--- src/ufc_pkg.sv ---
/*
 * ufc_pkg: constants and carrier types for the flow-controlled serial port.
 * assumes a 200 MHz system clock; depends on no other file.
 */
package ufc_pkg;
    localparam int unsigned UFC_CLK_HZ = 200_000_000;
    localparam int unsigned UFC_MAX_BAUD = 1_000_000;
    localparam int unsigned UFC_DEF_BAUD = 115_200;
    // least divider at the top rate, rounded down so the bit is never too long
    localparam int unsigned UFC_MIN_DIV = UFC_CLK_HZ / UFC_MAX_BAUD;
    localparam int unsigned UFC_DEF_DIV_I = UFC_CLK_HZ / UFC_DEF_BAUD;
    localparam logic [15:0] UFC_DEF_DIV = UFC_DEF_DIV_I[15:0];
    localparam logic [15:0] UFC_MIN_DIV_W = UFC_MIN_DIV[15:0];
    localparam int unsigned UFC_DATA_BITS = 8;
    localparam logic [3:0] UFC_LAST_BIT = 4'h7;
    localparam int unsigned UFC_RX_DEPTH = 16;
    localparam logic [4:0] UFC_RX_DEPTH_W = 5'h10;
    // slack left when handshake drops: characters a host may still have in flight
    localparam logic [4:0] UFC_RTS_SLACK = 5'h4;
    localparam logic UFC_LINE_IDLE = 1'b1;
    localparam logic UFC_START_LVL = 1'b0;
    localparam logic UFC_STOP_LVL = 1'b1;
    localparam logic UFC_HS_ASSERT = 1'b0;
    localparam logic UFC_HS_DEASSERT = 1'b1;

    typedef enum logic [1:0] {
        UFC_ST_IDLE = 2'b00,
        UFC_ST_START = 2'b01,
        UFC_ST_DATA = 2'b10,
        UFC_ST_STOP = 2'b11
    } ufc_state_t;

    typedef struct packed {
        logic valid;
        logic [7:0] data;
    } ufc_byte_t;

    typedef struct packed {
        logic frame_err;
        logic overrun;
    } ufc_err_t;
endpackage

--- src/ufc_uart.sv ---
/*
 * ufc_uart: full-duplex 8N1 serial port with active-low two-way flow control
 * and a small receive buffer that drives the request-to-send line.
 * assumes all inputs synchronous to i_clk; pad pulls and levels sit outside.
 */
// Summary of operation
// RULE_01 - full duplex async link with hardware flow control, up to 1 Mbps
// RULE_02 - device drives request-to-send, samples host-driven clear-to-send
// RULE_03 - both handshake lines active low: low asserted, high deasserted
// RULE_04 - idle data lines rest high
// RULE_05 - transmit pin is an output defaulting high
// RULE_06 - receive pin is an input with pull-up, open line reads idle
// RULE_07 - request-to-send output defaults low, ready to receive
// RULE_08 - clear-to-send input with pull-down, open line reads asserted
// RULE_09 - host sends into device receive line, listens on device transmit
// RULE_10 - host should stop sending once request-to-send deasserts
// RULE_11 - framing and handshake interoperate with standard UART controllers
// RULE_12 - request-to-send drops before buffer fills, room for in-flight characters
// RULE_13 - frame is low start, eight data bits lsb first, high stop
`timescale 1ns/100ps
module ufc_uart
    import ufc_pkg::*;
(
    // clock and control
    input wire logic i_clk,
    input wire logic i_rstn,
    input wire logic i_ce,
    input wire logic [15:0] i_baud_div,
    // serial pins
    output logic o_port_pin_six,
    input wire logic i_port_pin_eight,
    output logic o_port_pin_five,
    input wire logic i_port_pin_seven,
    // transmit stream
    input wire ufc_byte_t i_tx,
    output logic o_tx_ready,
    // receive stream and transmit busy
    output ufc_byte_t o_rx,
    input wire logic i_rx_ready,
    output ufc_err_t o_rx_err,
    output logic o_tx_busy
);
    // divider never below the top-rate value
    wire logic div_small = i_baud_div < UFC_MIN_DIV_W;
    wire logic [15:0] div = div_small ? UFC_MIN_DIV_W : i_baud_div; // RULE_01
    wire logic [15:0] half_div = {1'b0, div[15:1]};
    wire logic cts_on = (i_port_pin_seven == UFC_HS_ASSERT); // RULE_02 RULE_03 RULE_08

    // transmitter
    ufc_state_t tx_st_reg, tx_st_next;
    logic [15:0] tx_cnt_reg;
    logic [3:0] tx_bit_reg;
    logic [7:0] tx_sh_reg;
    logic tx_line_reg;
    wire logic tx_tick = (tx_cnt_reg == div - 16'h1);
    wire logic tx_take = (tx_st_reg == UFC_ST_IDLE) && i_tx.valid && cts_on; // RULE_02
    assign o_tx_ready = (tx_st_reg == UFC_ST_IDLE) && cts_on;
    assign o_tx_busy = (tx_st_reg != UFC_ST_IDLE);

    always_comb begin
        tx_st_next = tx_st_reg;
        case (tx_st_reg)
            UFC_ST_IDLE: if (tx_take) tx_st_next = UFC_ST_START;
            UFC_ST_START: if (tx_tick) tx_st_next = UFC_ST_DATA;
            UFC_ST_DATA: if (tx_tick && tx_bit_reg == UFC_LAST_BIT) tx_st_next = UFC_ST_STOP;
            UFC_ST_STOP: if (tx_tick) tx_st_next = UFC_ST_IDLE;
            default: tx_st_next = UFC_ST_IDLE;
        endcase
    end

    // line value for next cycle: start, data lsb first, stop, idle high
    // on a shift edge the register still holds the old bit, so look one ahead
    wire logic tx_shift = tx_tick && (tx_st_reg == UFC_ST_DATA);
    wire logic tx_data_bit = tx_shift ? tx_sh_reg[1] : tx_sh_reg[0];
    logic tx_line_next;
    always_comb begin
        case (tx_st_next)
            UFC_ST_START: tx_line_next = UFC_START_LVL; // RULE_13
            UFC_ST_DATA: tx_line_next = tx_data_bit; // RULE_13
            UFC_ST_STOP: tx_line_next = UFC_STOP_LVL; // RULE_13
            default: tx_line_next = UFC_LINE_IDLE; // RULE_04
        endcase
    end

    always_ff @(posedge i_clk) begin
        if (!i_rstn) begin
            tx_st_reg <= UFC_ST_IDLE;
            tx_cnt_reg <= 16'h0;
            tx_bit_reg <= 4'h0;
            tx_sh_reg <= 8'h0;
            tx_line_reg <= UFC_LINE_IDLE; // RULE_05
        end else if (i_ce) begin
            tx_st_reg <= tx_st_next;
            tx_line_reg <= tx_line_next;
            tx_cnt_reg <= (tx_st_reg == UFC_ST_IDLE || tx_tick) ? 16'h0 : tx_cnt_reg + 16'h1;
            if (tx_take) begin
                tx_sh_reg <= i_tx.data;
                tx_bit_reg <= 4'h0;
            end else if (tx_tick && tx_st_reg == UFC_ST_DATA) begin
                tx_sh_reg <= {1'b0, tx_sh_reg[7:1]};
                tx_bit_reg <= tx_bit_reg + 4'h1;
            end
        end
    end
    assign o_port_pin_six = tx_line_reg; // RULE_05 RULE_09

    // receiver: samples at mid-bit
    ufc_state_t rx_st_reg, rx_st_next;
    logic [15:0] rx_cnt_reg;
    logic [3:0] rx_bit_reg;
    logic [7:0] rx_sh_reg;
    wire logic rx_line = i_port_pin_eight; // RULE_06 RULE_09
    wire logic rx_half = (rx_cnt_reg == half_div);
    wire logic rx_tick = (rx_cnt_reg == div - 16'h1);
    wire logic rx_done = (rx_st_reg == UFC_ST_STOP) && rx_tick;
    wire logic rx_stop_ok = (rx_line == UFC_STOP_LVL);

    always_comb begin
        rx_st_next = rx_st_reg;
        case (rx_st_reg)
            UFC_ST_IDLE: if (rx_line == UFC_START_LVL) rx_st_next = UFC_ST_START; // RULE_13
            UFC_ST_START: if (rx_half) begin
                rx_st_next = (rx_line == UFC_START_LVL) ? UFC_ST_DATA : UFC_ST_IDLE;
            end
            UFC_ST_DATA: if (rx_tick && rx_bit_reg == UFC_LAST_BIT) rx_st_next = UFC_ST_STOP;
            UFC_ST_STOP: if (rx_tick) rx_st_next = UFC_ST_IDLE;
            default: rx_st_next = UFC_ST_IDLE;
        endcase
    end

    always_ff @(posedge i_clk) begin
        if (!i_rstn) begin
            rx_st_reg <= UFC_ST_IDLE;
            rx_cnt_reg <= 16'h0;
            rx_bit_reg <= 4'h0;
            rx_sh_reg <= 8'h0;
        end else if (i_ce) begin
            rx_st_reg <= rx_st_next;
            if (rx_st_reg == UFC_ST_IDLE || (rx_st_reg == UFC_ST_START && rx_half) || rx_tick)
                rx_cnt_reg <= 16'h0;
            else
                rx_cnt_reg <= rx_cnt_reg + 16'h1;
            if (rx_st_reg == UFC_ST_START)
                rx_bit_reg <= 4'h0;
            else if (rx_tick && rx_st_reg == UFC_ST_DATA) begin
                rx_sh_reg <= {rx_line, rx_sh_reg[7:1]}; // RULE_13
                rx_bit_reg <= rx_bit_reg + 4'h1;
            end
        end
    end

    // receive buffer; its fill level steers request-to-send
    logic [7:0] buf_mem [UFC_RX_DEPTH];
    logic [3:0] wr_ptr_reg, rd_ptr_reg;
    logic [4:0] cnt_reg;
    logic rts_n_reg;
    ufc_err_t err_reg;
    wire logic buf_full = (cnt_reg == UFC_RX_DEPTH_W);
    wire logic buf_empty = (cnt_reg == 5'h0);
    wire logic push = rx_done && rx_stop_ok && !buf_full;
    wire logic pop = !buf_empty && i_rx_ready;
    // headroom kept for characters a host already had in flight
    wire logic rts_drop = (cnt_reg >= UFC_RX_DEPTH_W - UFC_RTS_SLACK); // RULE_12
    assign o_rx.valid = !buf_empty;
    assign o_rx.data = buf_mem[rd_ptr_reg];
    assign o_rx_err = err_reg;

    always_ff @(posedge i_clk) begin
        if (i_ce && push) begin
            buf_mem[wr_ptr_reg] <= rx_sh_reg;
        end
    end

    always_ff @(posedge i_clk) begin
        if (!i_rstn) begin
            wr_ptr_reg <= 4'h0;
            rd_ptr_reg <= 4'h0;
            cnt_reg <= 5'h0;
            rts_n_reg <= UFC_HS_ASSERT; // RULE_07
            err_reg <= '0;
        end else if (i_ce) begin
            if (push) wr_ptr_reg <= wr_ptr_reg + 4'h1;
            if (pop) rd_ptr_reg <= rd_ptr_reg + 4'h1;
            cnt_reg <= cnt_reg + {4'h0, push} - {4'h0, pop};
            rts_n_reg <= rts_drop ? UFC_HS_DEASSERT : UFC_HS_ASSERT; // RULE_02 RULE_03 RULE_12
            // sticky flags, one-way: host misbehaviour stays visible
            if (rx_done && !rx_stop_ok) err_reg.frame_err <= 1'b1; // RULE_11
            if (rx_done && rx_stop_ok && buf_full) err_reg.overrun <= 1'b1; // RULE_10
        end
    end
    assign o_port_pin_five = rts_n_reg; // RULE_07

    AST_TX_IDLE_HIGH: assert property (@(posedge i_clk) disable iff (!i_rstn) // RULE_04
        (tx_st_reg == UFC_ST_IDLE && $past(tx_st_reg) == UFC_ST_IDLE) |-> o_port_pin_six)
        else $error("tx line not high while idle");
    AST_TX_START_LOW: assert property (@(posedge i_clk) disable iff (!i_rstn) // RULE_13
        (tx_take && i_ce) |=> !o_port_pin_six)
        else $error("start bit not low");
    AST_TX_NEEDS_CTS: assert property (@(posedge i_clk) disable iff (!i_rstn) // RULE_02
        (tx_st_reg == UFC_ST_IDLE && $past(tx_st_reg) == UFC_ST_IDLE && i_port_pin_seven
         && i_ce) |=> tx_st_reg == UFC_ST_IDLE)
        else $error("sent while clear-to-send deasserted");
    AST_RTS_HEADROOM: assert property (@(posedge i_clk) disable iff (!i_rstn) // RULE_12
        (cnt_reg >= UFC_RX_DEPTH_W - UFC_RTS_SLACK && i_ce) |=> o_port_pin_five)
        else $error("request-to-send still asserted near full");
    AST_RTS_READY: assert property (@(posedge i_clk) disable iff (!i_rstn) // RULE_07
        (!$past(i_rstn) || (cnt_reg == 5'h0 && $past(cnt_reg) == 5'h0)) |-> !o_port_pin_five)
        else $error("request-to-send not low when empty");
    AST_DIV_FLOOR: assert property (@(posedge i_clk) disable iff (!i_rstn) // RULE_01
        div >= UFC_MIN_DIV_W)
        else $error("bit period below top rate");
    AST_STOP_HIGH: assert property (@(posedge i_clk) disable iff (!i_rstn) // RULE_13
        (tx_st_reg == UFC_ST_STOP) |-> o_port_pin_six || $past(tx_st_reg) != UFC_ST_STOP)
        else $error("stop bit not high");
    AST_NO_OVERFILL: assert property (@(posedge i_clk) disable iff (!i_rstn) // RULE_12
        cnt_reg <= UFC_RX_DEPTH_W)
        else $error("receive buffer overfilled");
    AST_TX_BIT_ALIGN: assert property (@(posedge i_clk) disable iff (!i_rstn) // RULE_13
        (tx_st_reg == UFC_ST_DATA && tx_cnt_reg == 16'h0) |-> o_port_pin_six == tx_sh_reg[0])
        else $error("data bit out of step with its period");
    AST_FRAME_FLAG: assert property (@(posedge i_clk) disable iff (!i_rstn) // RULE_11
        (rx_done && !rx_stop_ok && i_ce) |=> o_rx_err.frame_err)
        else $error("bad stop bit not flagged");
    AST_OVERRUN_FLAG: assert property (@(posedge i_clk) disable iff (!i_rstn) // RULE_12
        (rx_done && rx_stop_ok && buf_full && i_ce) |=> o_rx_err.overrun)
        else $error("character lost to a full buffer not flagged");
endmodule

--- config.mk ---
export PLATFORM = sky130hd
export DESIGN_NAME = ufc_uart
export DESIGN_NICKNAME = d
export VERILOG_FILES = /design/src/ufc_pkg.sv /design/src/ufc_uart.sv
export SDC_FILE = /design/constraint.sdc
export NUM_CORES = 1
export LEC_CHECK = 0
export BUFFER_PORTS_ARGS = -buffer_cell sky130_fd_sc_hd__buf_2
export CORE_MARGIN = 10
export CORE_UTILIZATION = 55
export DETAILED_ROUTE_END_ITERATION = 6
export PLACE_DENSITY_LB_ADDON = 0.3
export SKIP_CTS_REPAIR_TIMING = 1
export SLEW_MARGIN = 20
export SYNTH_ARGS = -nofsm -noshare
export SYNTH_HDL_FRONTEND = slang
export SYNTH_SLANG_ARGS = --single-unit
export TNS_END_PERCENT = 100
--- constraint.sdc ---
create_clock -name i_clk -period 6.5 [get_ports i_clk]
set_clock_uncertainty 0.1 [all_clocks]
set_input_delay 0.65 -clock i_clk [delete_from_list [all_inputs] [get_ports i_clk]]
set_output_delay 0.65 -clock i_clk [all_outputs]
set_load 0.03 [all_outputs]
==> reports/qor.csv, run 1 <==
metric,value,unit
power,0.00295,W
ys_types,67,
synth_edf_count,128,
synth-async-reset-ratio,0,
min_period,5440,ps
gr-total-overflow,0,
dr.pass1.iters,5,
yosys_register_bits,209,
setup_violations,0,
io_buffers,45,
grt_usage,0.180,
crit_path_end_kind,flip-flop,
relSlewSlack,0.349,
dp_slack,519,ps
hp-class,input pin to flip-flop,
synth.avg_cell_area,12.2,um^2
met1_usage,0.219,
detailed_place_hpwl,14700,um
yosysSeqAreaShare,0.542,
path_clk_slew,60,ps
period_share,0.837,
drive_gt1_frac,0.151,
path_max_fanout,11,
via_per_inst,5.97,
synth_top_area_share,0.382,
fmax,184,MHz
dieArea,24100,um^2
ant_nets,0,
worst_ep_arrival_time,5770,ps
yosys_warnings,0,
synth_top_cell_by_area,edfxtp_1,
cts_tree,done,
num_io_pins,46,
drc,0,
syn_inst,829,
die_w,155,um
grt_pass1_wl,35500,um
setup_tns,0,ps
drv_slew,0,
gp_congestion,0.956,
root_buffer,clkbuf_16,
wl_per_cell,19.9,um
crit_type,input pin to flip-flop,
final-hold-violation-count,0,
tightest_slew,952,ps
startpoint_type,input pin,
power_density,266,nW/um^2
std_cell_rows,49,
synth.top_cells.by_area,"edfxtp_1, dfxtp_1, mux4_2",
drt_iter0_drc,544,
nNetsFinal,901,
grt_max_degree,54,
htree_num_levels,1,
synth_flop_cell,edfxtp_1,
routed_wl,21800,um
clock_sinks,209,
ir_drop,0.207,mV
cap_violations,0,
grt_setup_unrepaired,no,
cts_made_buffers,22,
clk_path_buf_depth,3,
area_growth,10.1,%
setup_ws,1060,ps
syn_nets,879,
start_util,0.561,
die_y,155,um
core-area,18000,um^2
cp_slowest_cell,o311ai_0,
grt_antenna_before_repair,1,
largest_reg_flops,128,
grt_pass1_vias,6682,
use_met3,0.0317,
synthesis.area,10100,um^2
status,"finished, final reports clean",
cp.required,6830,ps
critPathMaxStageDelay,560,ps
via_count,6546,
grt_busiest_layer,met2,
grt_util_met2,0.316,
p_leak,4.23,nW
clk_latency,510,ps
[metrics by stage]
step	std cells	area, um^2	hold WS [ps]	utilization
finish	1097	11100	336	0.617
global route	1096	11100	394	0.617
CTS	1096	11100	326	0.617
global placement	1056	10400	368	0.580
detailed placement	1056	10400	384	0.580
floorplan	829	10100	352	-
[worst max-delay path, delay by kind of cell]
family | cells | cell delay (ps)
xor gates and xnor gates | 2 | 310
AOI/OAI and AO/OA | 2 | 620
and+or+nand+nor | 12 | 2390
adders and majority gates | 4 | 1120
muxes | 1 | 90
buffers and inverters | 5 | 570
[cells in the mapped netlist (20+ instances only)]
master	count
mux4_2	40
mux2i_1	26
dfxtp_1	81
xor2_1	38
and3_1	33
nand2_1	57
nand3_1	28
inv_1	20
nor2b_1	31
clkbuf_1	36
nor2_1	64
xnor2_1	39
edfxtp_1	128
[final cells by class]
class,count,area (um^2)
fill,1390,6880
inverter,20,75.1
clock inverter,12,97.6
antenna,1,2.50
timing repair buffer,51,270
sequential,209,5470
multi-input combinational,547,4320
tap,229,287
clock buffer,28,573
[cells by family (layout without fill, tap and decap cells)]
family,after synthesis,in the layout,share of synthesized area
AOI/OAI and AO/OA,79,79,0.0530
muxes,66,66,0.115
buffers and inverters,73,111,0.0292
adders and majority gates,19,19,0.0243
and+or+nand+nor,302,302,0.160
other,0,1,0
xor gates and xnor gates,81,81,0.0759
DFF,209,209,0.542
[cell usage in the layout, fill, tap and decap left out, types with 16 or more instances in the layout]
cell and instances:
xnor2_1 39, dfxtp_1 79, buf_2 45, clkbuf_16 22, a21oi_1 16, nand2_1 57
mux2i_1 26, xor2_1 38, and3_1 33, edfxtp_1 128, ha_1 18, inv_1 20
mux4_2 40, nand3_1 28, nor2b_1 31, nor2_1 64
[routing by layer]
metal,vias to the layer above,share of wire
li1,3087,-
met1,3209,0.41
met2,207,0.51
met3,43,0.058
met4,0,0.028
met5,-,0
[power by group]
| part | switching, W | total [W] | internal, W |
|---|---|---|---|
| registers | 0.0000220 | 0.00143 | 0.00141 |
| clock network | 0.000503 | 0.00117 | 0.000666 |
| logic | 0.000195 | 0.000352 | 0.000156 |
| total | 0.000720 | 0.00295 | 0.00223 |
[final timing paths]
kind,startpoint,end,slack (ps),depth (start not counted)
max,i_baud_div[4],cnt_reg[4],1060,26
max reg2reg,rx_cnt_reg[9],cnt_reg[4],2860,20
min,i_tx[7],tx_sh_reg[7],340,3
min reg2reg,tx_bit_reg[0],tx_bit_reg[0],390,2
Power figures use the tool's default switching activity.
==> run 2, diff against run 1 <==
--- a/config.mk
+++ b/config.mk
@@ -5,6 +5,7 @@
 export SDC_FILE = /design/constraint.sdc
 export NUM_CORES = 1
 export LEC_CHECK = 0
+export ABC_AREA = 1
 export BUFFER_PORTS_ARGS = -buffer_cell sky130_fd_sc_hd__buf_2
 export CORE_MARGIN = 10
 export CORE_UTILIZATION = 55
==> constraint.sdc (replaced) <==
create_clock -name i_clk -period 4.9 [get_ports i_clk]
set_clock_uncertainty 0.1 [all_clocks]
set_input_delay 0.49 -clock i_clk [delete_from_list [all_inputs] [get_ports i_clk]]
set_output_delay 0.49 -clock i_clk [all_outputs]
set_load 0.03 [all_outputs]
==> run 2 against run 1 <==
Core utilization rose by 1.0 points. Highest routed layer unchanged. Global-route usage rose by 1.9 points. Via count rose by 26%. Cell count rose by 37%. Critical path type unchanged. Combinational power rose by 13%. Die area rose by 3.7%. Synthesized cell count rose by 45%.
==> reports/qor.csv, run 2 <==
metric,value,unit,change
status,"finished, final reports clean",,
synth_top_cell_by_area,edfxtp_1,,
clk_latency,510,ps,about the same
dieArea,25000,um^2,+3.7%
synth-async-reset-ratio,0,,unchanged
start_util,0.560,,-0.00104
largest_reg_flops,128,,unchanged
gp_congestion,0.920,,-3.8%
root_buffer,clkbuf_16,,
switching_share,0.246,,+0.00161
area_growth,12.1,%,
yosys_warnings,0,,unchanged
final-hold-violation-count,0,,unchanged
cts_made_buffers,22,,unchanged
setup_tns,0,ps,unchanged
htree_num_levels,1,,unchanged
min_period,4230,ps,
drive_gt1_frac,0.105,,-0.0462
crit_type,input pin to flip-flop,,
synth_edf_count,128,,unchanged
cp.required,5200,ps,-1630 ps
grt_pass1_vias,7927,,+19%
path_clk_slew,60,ps,about the same
synth_top_area_share,0.366,,-0.0157
drv_slew,0,,unchanged
cp_common_cell,nand2_1,,
seqPwrFrac,0.474,,-0.010
p_switching,0.000986,W,+37%
multi_input_area,4300,um^2,-0.32%
num_io_pins,46,,unchanged
grt_usage,0.199,,+0.0192
period_share,0.864,,
seqCellArea,5470,um^2,about the same
synth_flop_cell,edfxtp_1,,
cap_violations,0,,unchanged
path_max_fanout,10,,-1
final_core_util,0.628,,+0.0103
synth.top_cells.by_area,"edfxtp_1, dfxtp_1, nand2_1",,
detailed_place_hpwl,17500,um,+19%
hold_ws,128,ps,-208 ps
grt_pass1_wl,40400,um,+14%
fmax,236,MHz,
nNetsFinal,1302,,+45%
grt_antenna_before_repair,0,,-1
critPathMaxStageDelay,390,ps,-170 ps
cp_slowest_cell,fa_1,,
synthesis.area,10500,um^2,+4.3%
final_common_cell,nand2_1,,
synth.most_common_cell,nand2_1,,
layout_common_cells,"nand2_1, inv_1, edfxtp_1",,
io_buffers,45,,unchanged
die_w,158,um,+1.8%
placedCellCount,1462,,+38%
cts_tree,done,,
yosysSeqAreaShare,0.520,,-0.0223
drc,0,,unchanged
synth.avg_cell_area,8.76,um^2,-28%
crit_path_end_kind,flip-flop,,
wl_per_cell,16.3,um,-18%
via_per_inst,5.48,,-8.1%
power_frac_comb,0.099,,-0.020
syn_nets,1249,,+42%
startpoint_type,input pin,,
syn_inst,1199,,+45%
antennaDiodeCount,0,,-1
routed_wl,24400,um,+12%
gr-total-overflow,0,,unchanged
std_cell_rows,50,,+2.0%
drt_iter0_drc,718,,+32%
yosys-top-cells-count,"nand2_1, inv_1, edfxtp_1, nor2_1, nand3_1",,
worst_ep_arrival_time,4530,ps,-1240 ps
hp-class,input pin to flip-flop,,
stdcell_count,1502,,+37%
yosys_register_bits,209,,unchanged
dr.pass1.iters,7,,+2
clock_sinks,209,,unchanged
power_frac_clock,0.427,,+0.031
power_density,341,nW/um^2,+28%
ir_drop,0.224,mV,+8.4%
setup_violations,0,,unchanged
fillerInstances,1586,,+14%
clk_path_buf_depth,3,,unchanged
grt_max_degree,69,,+28%
intPower,0.00303,W,+36%
via_count,8235,,+26%
core-area,18800,um^2,+4.5%
tightest_slew,1030,ps,+80.9 ps
relSlewSlack,0.311,,-0.0383
p_leak,4.60,nW,+8.9%
die_y,158,um,+1.8%
ys_types,41,,-39%
grt_setup_unrepaired,no,,
ant_nets,0,,unchanged
run 2: changes by cell type in the layout (fill, tap and decap cells not counted), sizes merged, moves of 60 or more:
cell / previous run / this run
a21oi: 16 / 82
inv: 20 / 153
nand2: 58 / 217
nand3: 28 / 109
nor2: 64 / 126
o21ai: 13 / 73
run 2: worst paths after layout:
| path | start | to | slack (ps) | cells past startpoint |
|---|---|---|---|---|
| max | i_baud_div[8] | cnt_reg[4] | 670 | 29 |
| min | i_tx[7] | tx_sh_reg[7] | 130 | 3 |
| max reg2reg | rx_cnt_reg[0] | cnt_reg[4] | 1500 | 19 |
| min reg2reg | o_rx_err[0] | o_rx_err[0] | 350 | 2 |
run 2: worst max-delay path, delay by kind of cell:
kind,cells,cell delay [ps]
compound gates,3,420
xor+xnor,2,270
simple gates,15,1900
fa+ha+maj,4,1040
buf+inv,5,400
run 2: cells by family after synthesis:
kind of cell	count (synthesis)	synth area share
buffers and inverters	190	0.0704
multiplexers	33	0.0314
AO/OA/AOI/OAI	200	0.108
flip-flops	209	0.520
XOR/XNOR	33	0.0282
adder cells (fa/ha/maj)	19	0.0233
AND/OR/NAND/NOR	515	0.218
run 2: power by group through the flow:
stage | logic, W | clock network [W] | registers [W]
after global routing | 0.000448 | 0.00181 | 0.00191
after floorplan | 0.000309 | 0 | 0.00192
after detailed placement | 0.000396 | 0 | 0.00194
after CTS | 0.000399 | 0.00175 | 0.00190
after global placement | 0.000390 | 0 | 0.00194
final | 0.000398 | 0.00171 | 0.00190
run 2: routing by layer:
layer,global-route usage,part of all wire,up-vias
li1,-,-,4186
met1,0.255,0.44,3795
met2,0.340,0.48,224
met3,0.0323,0.057,30
met4,0.0543,0.019,0
met5,0,0,-
run 2: layout make-up:
type,count,area share
Inverter,151,0.0481
Clock inverter,13,0.0137
Clock buffer,27,0.0500
Sequential cell,209,0.464
Tap cell,234,0.0249
Multi-Input combinational cell,800,0.365
Timing Repair Buffer,68,0.0338
run 2: stage by stage:
| step | setup slack (ps) | total power [W] | cell area [um^2] |
|---|---|---|---|
| 3_3_place_gp | 220 | 0.00233 | 11000 |
| 4_1_cts | 687 | 0.00405 | 11800 |
| 3_5_place_dp | 161 | 0.00234 | 11000 |
| 2_1_floorplan | 539 | 0.00222 | 10500 |
| 6_report | 666 | 0.00402 | 11800 |
| 5_1_grt | 235 | 0.00417 | 11800 |
